<file path="src/difm_defines.vh">
// Purpose: constants for the digital input function mapper
// Assumes: 40 MHz ref_clk, AHB-Lite register access
// Notes: offsets are byte addresses on a 32-bit bus
`ifndef DIFM_DEFINES_VH
`define DIFM_DEFINES_VH

`define DIFM_NUM_DIN 4
`define DIFM_NUM_FN 22

// Register byte offsets
`define DIFM_OFS_DIN0 8'h00
`define DIFM_OFS_DIN1 8'h04
`define DIFM_OFS_DIN2 8'h08
`define DIFM_OFS_DIN3 8'h0c
`define DIFM_OFS_CWSEL 8'h10
`define DIFM_OFS_MODE 8'h14
`define DIFM_OFS_KVI 8'h18
`define DIFM_OFS_SWCW 8'h1c
`define DIFM_OFS_STAT 8'h20
`define DIFM_OFS_FNACT 8'h24
`define DIFM_TBL_SPD 3'h2
`define DIFM_TBL_POS 3'h3
`define DIFM_TBL_GNUM 3'h4
`define DIFM_TBL_GDEN 3'h5

// Reset values
`define DIFM_RST_CWSEL 16'h000f
`define DIFM_RST_MODE0 8'hfd
`define DIFM_RST_MODE1 8'hfc
`define DIFM_RST_KVI 16'h0000
`define DIFM_RST_SWCW 16'h0000

// Control word values and bits
`define DIFM_CW_DISABLED 16'h0006
`define DIFM_CW_ENABLED 16'h000f
`define DIFM_CW_QSTOP_BIT 2
`define DIFM_CW_NEWSP_BIT 4
`define DIFM_CW_RSTERR_BIT 7

// Working modes
`define DIFM_MODE_HOMING 8'h06
`define DIFM_MODE_SPD_P 8'h03
`define DIFM_MODE_SPD_N 8'hfd
`define DIFM_MODE_TRQ_P 8'h04
`define DIFM_MODE_TRQ_N 8'hfc

// Function vector bit positions
`define DIFM_FN_ENABLE 0
`define DIFM_FN_RSTERR 1
`define DIFM_FN_MODESEL 2
`define DIFM_FN_KVIOFF 3
`define DIFM_FN_PLIM 4
`define DIFM_FN_NLIM 5
`define DIFM_FN_HOME 6
`define DIFM_FN_INVDIR 7
`define DIFM_FN_SPD0 8
`define DIFM_FN_SPD1 9
`define DIFM_FN_POS0 10
`define DIFM_FN_POS1 11
`define DIFM_FN_QSTOP 12
`define DIFM_FN_HOMEGO 13
`define DIFM_FN_ACTCMD 14
`define DIFM_FN_SPD2 15
`define DIFM_FN_POS2 16
`define DIFM_FN_MF0 17
`define DIFM_FN_MF1 18
`define DIFM_FN_MF2 19
`define DIFM_FN_GAIN0 20
`define DIFM_FN_GAIN1 21

// Code layout: bit 15 selects the extended group
`define DIFM_CODE_EXT_BIT 15
`define DIFM_BASE_W 15
`define DIFM_EXT_W 7

`endif

</file>
<file path="src/difm_table.v">
// Purpose: eight-entry table with registered read port
// Assumes: one write port from the register bus
// Notes: read data lags the read index by one clock
`timescale 1ns/10ps
module difm_table (
  input wire ref_clk, // Control clock
  input wire rst, // Synchronous reset, active high
  input wire wr_en, // Write strobe
  input wire [2:0] wr_idx, // Write entry
  input wire [31:0] wr_data, // Write value
  input wire [2:0] rd_idx, // Read entry
  output reg [31:0] rd_data // Registered entry value
);
  reg [31:0] mem [0:7];

  always @(posedge ref_clk) begin
    if (wr_en) begin
      mem[wr_idx] <= wr_data;
    end
  end

  always @(posedge ref_clk) begin
    if (rst) begin
      rd_data <= 32'h0000_0000;
    end else begin
      rd_data <= mem[rd_idx];
    end
  end
endmodule

</file>
<file path="src/difm_top.v">
// Purpose: maps four digital inputs to control word, mode, gains and gear
// Assumes: inputs already polarity-corrected and synchronous to ref_clk
// Notes: registers reached over AHB-Lite, reads take one wait state
//
// Added by the designer: the register addresses and the AHB-Lite register port.
`timescale 1ns/10ps
`include "difm_defines.vh"

module difm_top (
  input wire ref_clk, // 40 MHz control clock
  input wire rst, // Synchronous reset, active high
  input wire hsel, // AHB slave select
  input wire [31:0] haddr, // AHB address
  input wire [1:0] htrans, // AHB transfer type
  input wire hwrite, // AHB write
  input wire [2:0] hsize, // AHB size, word only
  input wire [31:0] hwdata, // AHB write data
  input wire hready, // AHB bus ready
  output reg [31:0] hrdata, // AHB read data
  output wire hreadyout, // AHB slave ready
  output wire hresp, // AHB response, always OKAY
  input wire [3:0] din, // Conditioned digital inputs
  input wire home_found, // Motion core found origin, pulse
  output reg [15:0] ctrl_word, // Effective control word
  output reg [7:0] work_mode, // Effective working mode
  output reg [15:0] kvi_eff, // Speed-loop integral gain in use
  output reg fwd_inhibit, // Positive direction blocked
  output reg rev_inhibit, // Negative direction blocked
  output reg home_ref, // Origin switch level for homing
  output reg homing_start, // One-cycle homing request
  output reg [31:0] speed_cmd, // Speed command from table
  output reg [31:0] pos_target, // Position target from table
  output reg [31:0] gear_num, // Electronic gear numerator
  output reg [31:0] gear_den, // Electronic gear denominator
  output reg [1:0] gain_ptr // Loop-gain set pointer
);
  localparam ST_IDLE = 2'b01;
  localparam ST_HOMING = 2'b10;

  reg [15:0] din_fn_q [0:3];
  reg [15:0] cw_sel_q;
  reg [7:0] mode0_q;
  reg [7:0] mode1_q;
  reg [15:0] kvi_q;
  reg [15:0] sw_cw_q;
  reg ap_q;
  reg ap_wr_q;
  reg [7:0] ap_addr_q;
  reg rd_done_q;
  reg [21:0] fn_act_q;
  reg [21:0] fn_cfg_q;
  reg en_prev_q;
  reg go_prev_q;
  reg qs_lat_q;
  reg qs_arm_q;
  reg [1:0] home_st_q;
  reg [7:0] mode_save_q;
  reg inv_q;
  reg [21:0] fn_act_d;
  reg [21:0] fn_cfg_d;
  reg [15:0] cw_d;
  reg [7:0] mode_base;
  reg [31:0] rmux;
  integer i, j;
  wire rd_stall;
  wire wr_go;
  wire ap_new;
  wire [2:0] spd_idx;
  wire [2:0] pos_idx;
  wire [2:0] gear_idx;
  wire [31:0] spd_val;
  wire [31:0] pos_val;
  wire [31:0] gnum_val;
  wire [31:0] gden_val;
  wire tbl_wr;
  wire en_cfg;
  wire en_rise;
  wire drive_on;
  wire qs_clr;
  wire go_rise;
  wire spd_trq_mode;

  // Reads get one wait state so read data always comes from a flop
  assign rd_stall = ap_q & ~ap_wr_q & ~rd_done_q;
  assign hreadyout = ~rd_stall;
  assign hresp = 1'b0;
  assign ap_new = hsel & htrans[1] & hready;
  assign wr_go = ap_q & ap_wr_q & hready;
  assign tbl_wr = wr_go & ap_addr_q[7:6] != 2'b00;

  always @(posedge ref_clk) begin
    if (rst) begin
      ap_q <= 1'b0;
      ap_wr_q <= 1'b0;
      ap_addr_q <= 8'h00;
      rd_done_q <= 1'b0;
      hrdata <= 32'h0000_0000;
    end else begin
      if (hready) begin
        ap_q <= ap_new;
        ap_wr_q <= hwrite;
        ap_addr_q <= haddr[7:0];
        rd_done_q <= 1'b0;
      end else begin
        rd_done_q <= 1'b1;
        hrdata <= rmux;
      end
    end
  end

  always @* begin
    rmux = 32'h0000_0000;
    case (ap_addr_q)
      `DIFM_OFS_DIN0: rmux = {16'h0000, din_fn_q[0]};
      `DIFM_OFS_DIN1: rmux = {16'h0000, din_fn_q[1]};
      `DIFM_OFS_DIN2: rmux = {16'h0000, din_fn_q[2]};
      `DIFM_OFS_DIN3: rmux = {16'h0000, din_fn_q[3]};
      `DIFM_OFS_CWSEL: rmux = {16'h0000, cw_sel_q};
      `DIFM_OFS_MODE: rmux = {16'h0000, mode1_q, mode0_q};
      `DIFM_OFS_KVI: rmux = {16'h0000, kvi_q};
      `DIFM_OFS_SWCW: rmux = {16'h0000, sw_cw_q};
      `DIFM_OFS_STAT: rmux = {home_st_q, qs_lat_q, din, work_mode, 1'b0, ctrl_word};
      `DIFM_OFS_FNACT: rmux = {10'h000, fn_act_q};
      default: rmux = 32'h0000_0000;
    endcase
  end

  always @(posedge ref_clk) begin
    if (rst) begin
      for (i = 0; i < `DIFM_NUM_DIN; i = i + 1) begin
        din_fn_q[i] <= 16'h0000;
      end
      cw_sel_q <= `DIFM_RST_CWSEL;
      mode0_q <= `DIFM_RST_MODE0;
      mode1_q <= `DIFM_RST_MODE1;
      kvi_q <= `DIFM_RST_KVI;
      sw_cw_q <= `DIFM_RST_SWCW;
    end else if (wr_go) begin
      case (ap_addr_q)
        `DIFM_OFS_DIN0: din_fn_q[0] <= hwdata[15:0];
        `DIFM_OFS_DIN1: din_fn_q[1] <= hwdata[15:0];
        `DIFM_OFS_DIN2: din_fn_q[2] <= hwdata[15:0];
        `DIFM_OFS_DIN3: din_fn_q[3] <= hwdata[15:0];
        `DIFM_OFS_CWSEL: cw_sel_q <= hwdata[15:0];
        `DIFM_OFS_MODE: begin
          mode0_q <= hwdata[7:0];
          mode1_q <= hwdata[15:8];
        end
        `DIFM_OFS_KVI: kvi_q <= hwdata[15:0];
        `DIFM_OFS_SWCW: sw_cw_q <= hwdata[15:0];
        default: sw_cw_q <= sw_cw_q;
      endcase
    end
  end

  // Function decode per input; codes with several bits set drive several
  always @* begin
    fn_act_d = 22'h000000;
    fn_cfg_d = 22'h000000;
    for (j = 0; j < `DIFM_NUM_DIN; j = j + 1) begin
      if (din_fn_q[j][`DIFM_CODE_EXT_BIT]) begin
        fn_cfg_d[21:15] = fn_cfg_d[21:15] | din_fn_q[j][6:0];
        fn_act_d[21:15] = fn_act_d[21:15] | (din_fn_q[j][6:0] & {7{din[j]}});
      end else begin
        fn_cfg_d[14:0] = fn_cfg_d[14:0] | din_fn_q[j][14:0];
        fn_act_d[14:0] = fn_act_d[14:0] | (din_fn_q[j][14:0] & {15{din[j]}});
      end
    end
  end

  always @(posedge ref_clk) begin
    if (rst) begin
      fn_act_q <= 22'h000000;
      fn_cfg_q <= 22'h000000;
    end else begin
      fn_act_q <= fn_act_d;
      fn_cfg_q <= fn_cfg_d;
    end
  end

  assign en_cfg = fn_cfg_q[`DIFM_FN_ENABLE];
  assign en_rise = fn_act_q[`DIFM_FN_ENABLE] & ~en_prev_q;
  assign drive_on = ctrl_word[3:0] == `DIFM_CW_ENABLED;
  assign go_rise = fn_act_q[`DIFM_FN_HOMEGO] & ~go_prev_q;
  // Enable edge ends the stop only when an input owns enable
  assign qs_clr = en_cfg ? en_rise : (wr_go & ap_addr_q == `DIFM_OFS_SWCW &
                  hwdata[15:0] == `DIFM_CW_ENABLED & qs_arm_q);

  always @(posedge ref_clk) begin
    if (rst) begin
      en_prev_q <= 1'b0;
      go_prev_q <= 1'b0;
      qs_lat_q <= 1'b0;
      qs_arm_q <= 1'b0;
    end else begin
      en_prev_q <= fn_act_q[`DIFM_FN_ENABLE];
      go_prev_q <= fn_act_q[`DIFM_FN_HOMEGO];
      // Set beats clear so a held stop input keeps the drive stopped
      if (fn_act_q[`DIFM_FN_QSTOP]) begin
        qs_lat_q <= 1'b1;
      end else if (qs_clr) begin
        qs_lat_q <= 1'b0;
      end
      if (~qs_lat_q | qs_clr) begin
        qs_arm_q <= 1'b0;
      end else if (wr_go & ap_addr_q == `DIFM_OFS_SWCW) begin
        qs_arm_q <= hwdata[15:0] == `DIFM_CW_DISABLED;
      end
    end
  end

  always @* begin
    if (en_cfg) begin
      cw_d = fn_act_q[`DIFM_FN_ENABLE] ? cw_sel_q : `DIFM_CW_DISABLED;
    end else begin
      cw_d = sw_cw_q;
    end
    if (fn_act_q[`DIFM_FN_RSTERR]) begin
      cw_d[`DIFM_CW_RSTERR_BIT] = 1'b1;
    end
    if (fn_act_q[`DIFM_FN_ACTCMD]) begin
      cw_d[`DIFM_CW_NEWSP_BIT] = 1'b1;
    end
    if (fn_act_q[`DIFM_FN_QSTOP] | qs_lat_q) begin
      cw_d[`DIFM_CW_QSTOP_BIT] = 1'b0;
    end
    mode_base = fn_act_q[`DIFM_FN_MODESEL] ? mode1_q : mode0_q;
  end

  // Homing borrows the mode and hands it back on origin found
  always @(posedge ref_clk) begin
    if (rst) begin
      home_st_q <= ST_IDLE;
      mode_save_q <= `DIFM_RST_MODE0;
      homing_start <= 1'b0;
    end else begin
      homing_start <= 1'b0;
      case (home_st_q)
        ST_IDLE: begin
          if (go_rise & drive_on) begin
            home_st_q <= ST_HOMING;
            mode_save_q <= mode_base;
            homing_start <= 1'b1;
          end
        end
        ST_HOMING: begin
          if (home_found) begin
            home_st_q <= ST_IDLE;
          end
        end
        default: home_st_q <= ST_IDLE;
      endcase
    end
  end

  always @(posedge ref_clk) begin
    if (rst) begin
      ctrl_word <= `DIFM_CW_DISABLED;
      work_mode <= `DIFM_RST_MODE0;
      kvi_eff <= `DIFM_RST_KVI;
      fwd_inhibit <= 1'b0;
      rev_inhibit <= 1'b0;
      home_ref <= 1'b0;
      gain_ptr <= 2'b00;
      inv_q <= 1'b0;
    end else begin
      ctrl_word <= cw_d;
      if (home_st_q == ST_HOMING & home_found) begin
        work_mode <= mode_save_q;
      end else if (home_st_q == ST_HOMING) begin
        work_mode <= `DIFM_MODE_HOMING;
      end else begin
        work_mode <= mode_base;
      end
      kvi_eff <= fn_act_q[`DIFM_FN_KVIOFF] ? 16'h0000 : kvi_q;
      // Normally closed wiring: an unconfigured limit never blocks
      fwd_inhibit <= fn_cfg_q[`DIFM_FN_PLIM] & ~fn_act_q[`DIFM_FN_PLIM];
      rev_inhibit <= fn_cfg_q[`DIFM_FN_NLIM] & ~fn_act_q[`DIFM_FN_NLIM];
      home_ref <= fn_act_q[`DIFM_FN_HOME];
      gain_ptr <= {fn_act_q[`DIFM_FN_GAIN1], fn_act_q[`DIFM_FN_GAIN0]};
      inv_q <= fn_act_q[`DIFM_FN_INVDIR];
    end
  end

  assign spd_idx = {fn_act_q[`DIFM_FN_SPD2], fn_act_q[`DIFM_FN_SPD1],
                    fn_act_q[`DIFM_FN_SPD0]};
  assign pos_idx = {fn_act_q[`DIFM_FN_POS2], fn_act_q[`DIFM_FN_POS1],
                    fn_act_q[`DIFM_FN_POS0]};
  assign gear_idx = {fn_act_q[`DIFM_FN_MF2], fn_act_q[`DIFM_FN_MF1],
                     fn_act_q[`DIFM_FN_MF0]};
  assign spd_trq_mode = work_mode == `DIFM_MODE_SPD_P | work_mode == `DIFM_MODE_SPD_N |
                        work_mode == `DIFM_MODE_TRQ_P | work_mode == `DIFM_MODE_TRQ_N;

  difm_table u_spd (.ref_clk(ref_clk), .rst(rst),
    .wr_en(tbl_wr & ap_addr_q[7:5] == `DIFM_TBL_SPD), .wr_idx(ap_addr_q[4:2]),
    .wr_data(hwdata), .rd_idx(spd_idx), .rd_data(spd_val));
  difm_table u_pos (.ref_clk(ref_clk), .rst(rst),
    .wr_en(tbl_wr & ap_addr_q[7:5] == `DIFM_TBL_POS), .wr_idx(ap_addr_q[4:2]),
    .wr_data(hwdata), .rd_idx(pos_idx), .rd_data(pos_val));
  difm_table u_gnum (.ref_clk(ref_clk), .rst(rst),
    .wr_en(tbl_wr & ap_addr_q[7:5] == `DIFM_TBL_GNUM), .wr_idx(ap_addr_q[4:2]),
    .wr_data(hwdata), .rd_idx(gear_idx), .rd_data(gnum_val));
  difm_table u_gden (.ref_clk(ref_clk), .rst(rst),
    .wr_en(tbl_wr & ap_addr_q[7:5] == `DIFM_TBL_GDEN), .wr_idx(ap_addr_q[4:2]),
    .wr_data(hwdata), .rd_idx(gear_idx), .rd_data(gden_val));

  always @(posedge ref_clk) begin
    if (rst) begin
      speed_cmd <= 32'h0000_0000;
      pos_target <= 32'h0000_0000;
      gear_num <= 32'h0000_0000;
      gear_den <= 32'h0000_0000;
    end else begin
      speed_cmd <= (inv_q & spd_trq_mode) ? (32'h0000_0000 - spd_val) : spd_val;
      pos_target <= pos_val;
      gear_num <= gnum_val;
      gear_den <= gden_val;
    end
  end
endmodule

</file>
<file path="config.mk">
export PLATFORM = sky130hd
export DESIGN_NAME = difm_top
export DESIGN_NICKNAME = d
export VERILOG_FILES = /design/src/difm_table.v /design/src/difm_top.v
export VERILOG_INCLUDE_DIRS = /design/src
export SDC_FILE = /design/constraint.sdc
export NUM_CORES = 1
export LEC_CHECK = 0
export ABC_AREA = 0
export ABC_CLOCK_PERIOD_IN_PS = 8300
export BUFFER_PORTS_ARGS = -buffer_cell sky130_fd_sc_hd__buf_2
export CORE_UTILIZATION = 55
export CTS_CLUSTER_SIZE = 25
export DETAILED_ROUTE_END_ITERATION = 6
export GPL_TIMING_DRIVEN = 0
export PLACE_DENSITY = 0.84
export RECOVER_POWER = 25
export SLEW_MARGIN = 30
export SYNTH_ARGS = -nofsm -noshare
export SYNTH_HDL_FRONTEND = slang
export SYNTH_SLANG_ARGS = --single-unit
export TNS_END_PERCENT = 10
</file>
<file path="constraint.sdc">
create_clock -name ref_clk -period 8.3 [get_ports ref_clk]
set_input_delay 0.415 -clock ref_clk [delete_from_list [all_inputs] [get_ports ref_clk]]
set_output_delay 0.415 -clock ref_clk [all_outputs]
set_load 0.01 [all_outputs]
</file>
==> flow_summary_export.csv <==
group,metric,value,unit
run_status,outcome,"finished, violations left",
run_status,violations,"capacitance limit, slew limit",
sta,whs,0.0398,ns
drt,wl_per_cell,32.7,um
yosys,syn_nets,3371,
global_route,overflow,0,
clocking,clk_latency,0.79,ns
sta,rsz0062_at_grt,"false",
yosys,synth_edf_count,1088,
sta,drv_slew,665,
finish,instances_no_fill,5297,
worst_setup_path,slowest_delay,0.96,ns
floorplan,core,102000,sq um
global_route,grt_max_degree,42,
finish,most-common-layout-cells,"1,088 x edfxtp_1, 449 x dfxtp_1, 272 x buf_2",
worst_setup_path,cp.arrival,5.44,ns
clocking,cts-root-buf,"clkbuf_16",
power_and_ir_drop,power_density,245,nW/um^2
drt,viasPerCell,6.53,
finish,seq_area,41700,sq um
hold_path,hold_class,"input pin to register",
global_route,antenna_found_initial,14,
worst_setup_path,cpMostUsedCell,"buf_4",
floorplan,dieArea,104000,sq um
yosys,ys_ff_latch,1537,
sta,slew_headroom,-90.8,%
placement,port_buffers,255,
clocking,cts_setup_buffers,0,
worst_setup_path,start_kind,"register",
yosys,ys.flop_type,"edfxtp_1",
floorplan,fp-row-count,117,
drt,vias,34600,
yosys,postSynthAreaPerCell,17.2,sq um
worst_setup_path,required,8.78,ns
finish,area_delta_synth_final,17.0,%
sta,period_share,59.8,%
floorplan,io_pins,287,
clocking,cts_sinks,1537,
placement,dp_hpwl,107000,um
global_route,grt_pass1_wl,244000,um
drt,drc,0,
clocking,htree_levels,4,
worst_setup_path,rr_startpoint,"ap_addr_q[5]$_SDFFE_PP0P_",
worst_setup_path,path_class,"register to register",
yosys,synth_warnings,0,
floorplan,dieHeight,322,um
sta,worst_slew_pin_slew,2.86,ns
drt,drt_first_pass_iters,6,
worst_setup_path,critPathBufInv,7,
worst_setup_path,r2r_end,"u_gden.mem[3][21]$_DFFE_PP_",
worst_setup_path,crit_chain,"clkbuf_1, buf_2, buf_1, nand4b_1, nor3_2, buf_4, buf_4, buf_4, buf_4",
finish,final_common_cell,"edfxtp_1",
clocking,cts_buffers,148,
placement,dpl.cell_count,5009,
sta,fmax,201,MHz
floorplan,start_util,55.5,%
sta,tns,0,ns
power_and_ir_drop,vdd_drop_max,166,uV
yosys,post_synth_num_cell_types,62,
sta,hold_viol,0,
power_and_ir_drop,power.leakage,22.2,nW
placement,place.gp.congestion,1.04,
clocking,cts_max_path_buffers,3,
global_route,groute.usage.overall,33.4,%
worst_setup_path,reg2regPathDepth,9,
yosys,syn_inst,3291,
finish,fill_cells,6414,
sta,setup_viol,0,
worst_setup_path,critPathTopFamily,"buffers and inverters",
yosys,yosys.area.top_type,"edfxtp_1",
yosys,netlist.area_leader.share,57.9,%
sta,period_minus_slack,4.96,ns
clocking,cts_tree,"done",
drt,drt-initial-drc-count,5258,
yosys,synthTopCellsByArea,"edfxtp_1 58%, dfxtp_1 16%, mux4_2 10%",
finish,nNetsFinal,3881,
worst_setup_path,cp_max_fo,10,
drt,wirelength,173000,um
placement,placedInstanceArea,61000,sq um
worst_setup_path,worst_path_max_delay_cell,"nor3_2",
yosys,syn_area,56500,sq um
hold_path,worstHoldStart,"haddr[5]",
yosys,synthArstFlopShare,0,%
sta,clock_skew,0.0362,ns
flow_run,cap_violations,21,
hold_path,holdPathEnd,"ap_addr_q[5]$_SDFFE_PP0P_",
finish,final_area,66100,sq um
yosys,seq_area_frac_synth,73.8,%
global_route,grt_pass1_vias,34400,
finish,multiInputGateArea,14200,sq um
clocking,path_clk_slew,0.06,ns
worst_setup_path,end_kind,"register",
hold_path,hold_path_depth,3,
worst_setup_path,r2r_slack,3.34,ns
finish,drive_above_1_share,24.0,%
floorplan,die_w,322,um
drt,ant_nets,0,
## flip-flops by register name, indices dropped and copies added, names as in the netlist, 16 cells and up
name            cells
ctrl_word          16
cw_sel_q           16
din_fn_q           64
fn_act_q           22
gear_den           32
gear_num           32
hrdata             32
kvi_eff            16
kvi_q              16
pos_target         32
speed_cmd          32
sw_cw_q            16
u_gden.mem        256
u_gden.rd_data     32
u_gnum.mem        256
u_gnum.rd_data     32
u_pos.mem         256
u_pos.rd_data      32
u_spd.mem         256
u_spd.rd_data      32
## routing by layer
metal / GRT usage, % / wire (um) / up-vias
li1: - / - / 13700
met1: 42.3 / 60200 / 17100
met2: 52.7 / 80700 / 3092
met3: 9.21 / 21700 / 687
met4: 17.8 / 10600 / 10
met5: 0 / 57 / -
## what timing repair did
action	CTS	global route
hold buffers	10	0
gates resized for setup	0	0
hold endpoints to repair	9	0
## cells by family after synthesis
kind of cell / after synthesis / synth area share, %
AND/OR/NAND/NOR: 740 / 6.61
XOR/XNOR: 25 / 0.388
other: 1 / 0.00664
multiplexers: 472 / 14.2
buffers and inverters: 211 / 1.54
AO/OA/AOI/OAI: 304 / 3.40
flip-flops: 1537 / 73.8
adder cells (fa/ha/maj): 1 / 0.0222
## cells in the mapped netlist (all sizes together) (17+ instances only)
cell type and number:
nor2b 117, nor3 35, nor2 222, a21oi 110, nand3 51, clkbuf 134, xor2 25, o211ai 17
mux2i 192, and2 85, mux2 17, dfxtp 449, a22oi 83, nand2 160, buf 64, mux4 263
o21ai 39, edfxtp 1088
## how the worst max path moves through the flow
stage | from | to | slack (ns) | cells past startpoint
after global placement | ap_addr_q[5]$_SDFFE_PP0P_ | u_pos.mem[2][24]$_DFFE_PP_ | 0.80 | 5
after floorplan | ap_addr_q[5]$_SDFFE_PP0P_ | u_pos.mem[2][0]$_DFFE_PP_ | 4.08 | 5
final | ap_addr_q[5]$_SDFFE_PP0P_ | u_gden.mem[3][21]$_DFFE_PP_ | 3.34 | 9
after global routing | ap_addr_q[5]$_SDFFE_PP0P_ | u_gden.mem[2][19]$_DFFE_PP_ | 3.32 | 9
after detailed placement | ap_addr_q[5]$_SDFFE_PP0P_ | u_gden.mem[3][18]$_DFFE_PP_ | 3.54 | 9
after CTS | ap_addr_q[5]$_SDFFE_PP0P_ | u_gden.mem[3][21]$_DFFE_PP_ | 3.47 | 9
## stage by stage
step / setup WS (ns) / utilization (%) / power (W)
final: 3.34 / 64.9 / 0.0162
after global routing: 3.32 / 64.9 / 0.0165
after detailed placement: 3.54 / 60.0 / 0.00932
after global placement: 0.795 / 58.4 / 0.00929
after CTS: 3.47 / 65.0 / 0.0161
after floorplan: 4.08 / - / 0.00893
## tightest hold or removal path, cell delays in order
cell	delay, ns
buf_2	0.12
mux2i_1	0.08
nor2_1	0.14
## power by group
group / total (W) / internal [W] / switching (W)
Sequential: 0.00837 / 0.00830 / 0.0000657
Combinational: 0.000851 / 0.000273 / 0.000578
Clock: 0.00696 / 0.00394 / 0.00302
Total: 0.0162 / 0.0125 / 0.00366
## cell type report
cell class | instances | share of cell area (%)
clock buffers | 212 | 6.36
repair buffers | 360 | 4.00
multi-input cells | 1543 | 21.4
diodes | 4 | 0.0152
plain buffers | 198 | 1.27
clock inverters | 62 | 1.19
inverters | 13 | 0.0739
flip-flops and latches | 1537 | 63.1
well taps | 1368 | 2.59
No activity file was read; power rests on OpenSTA's default activity.
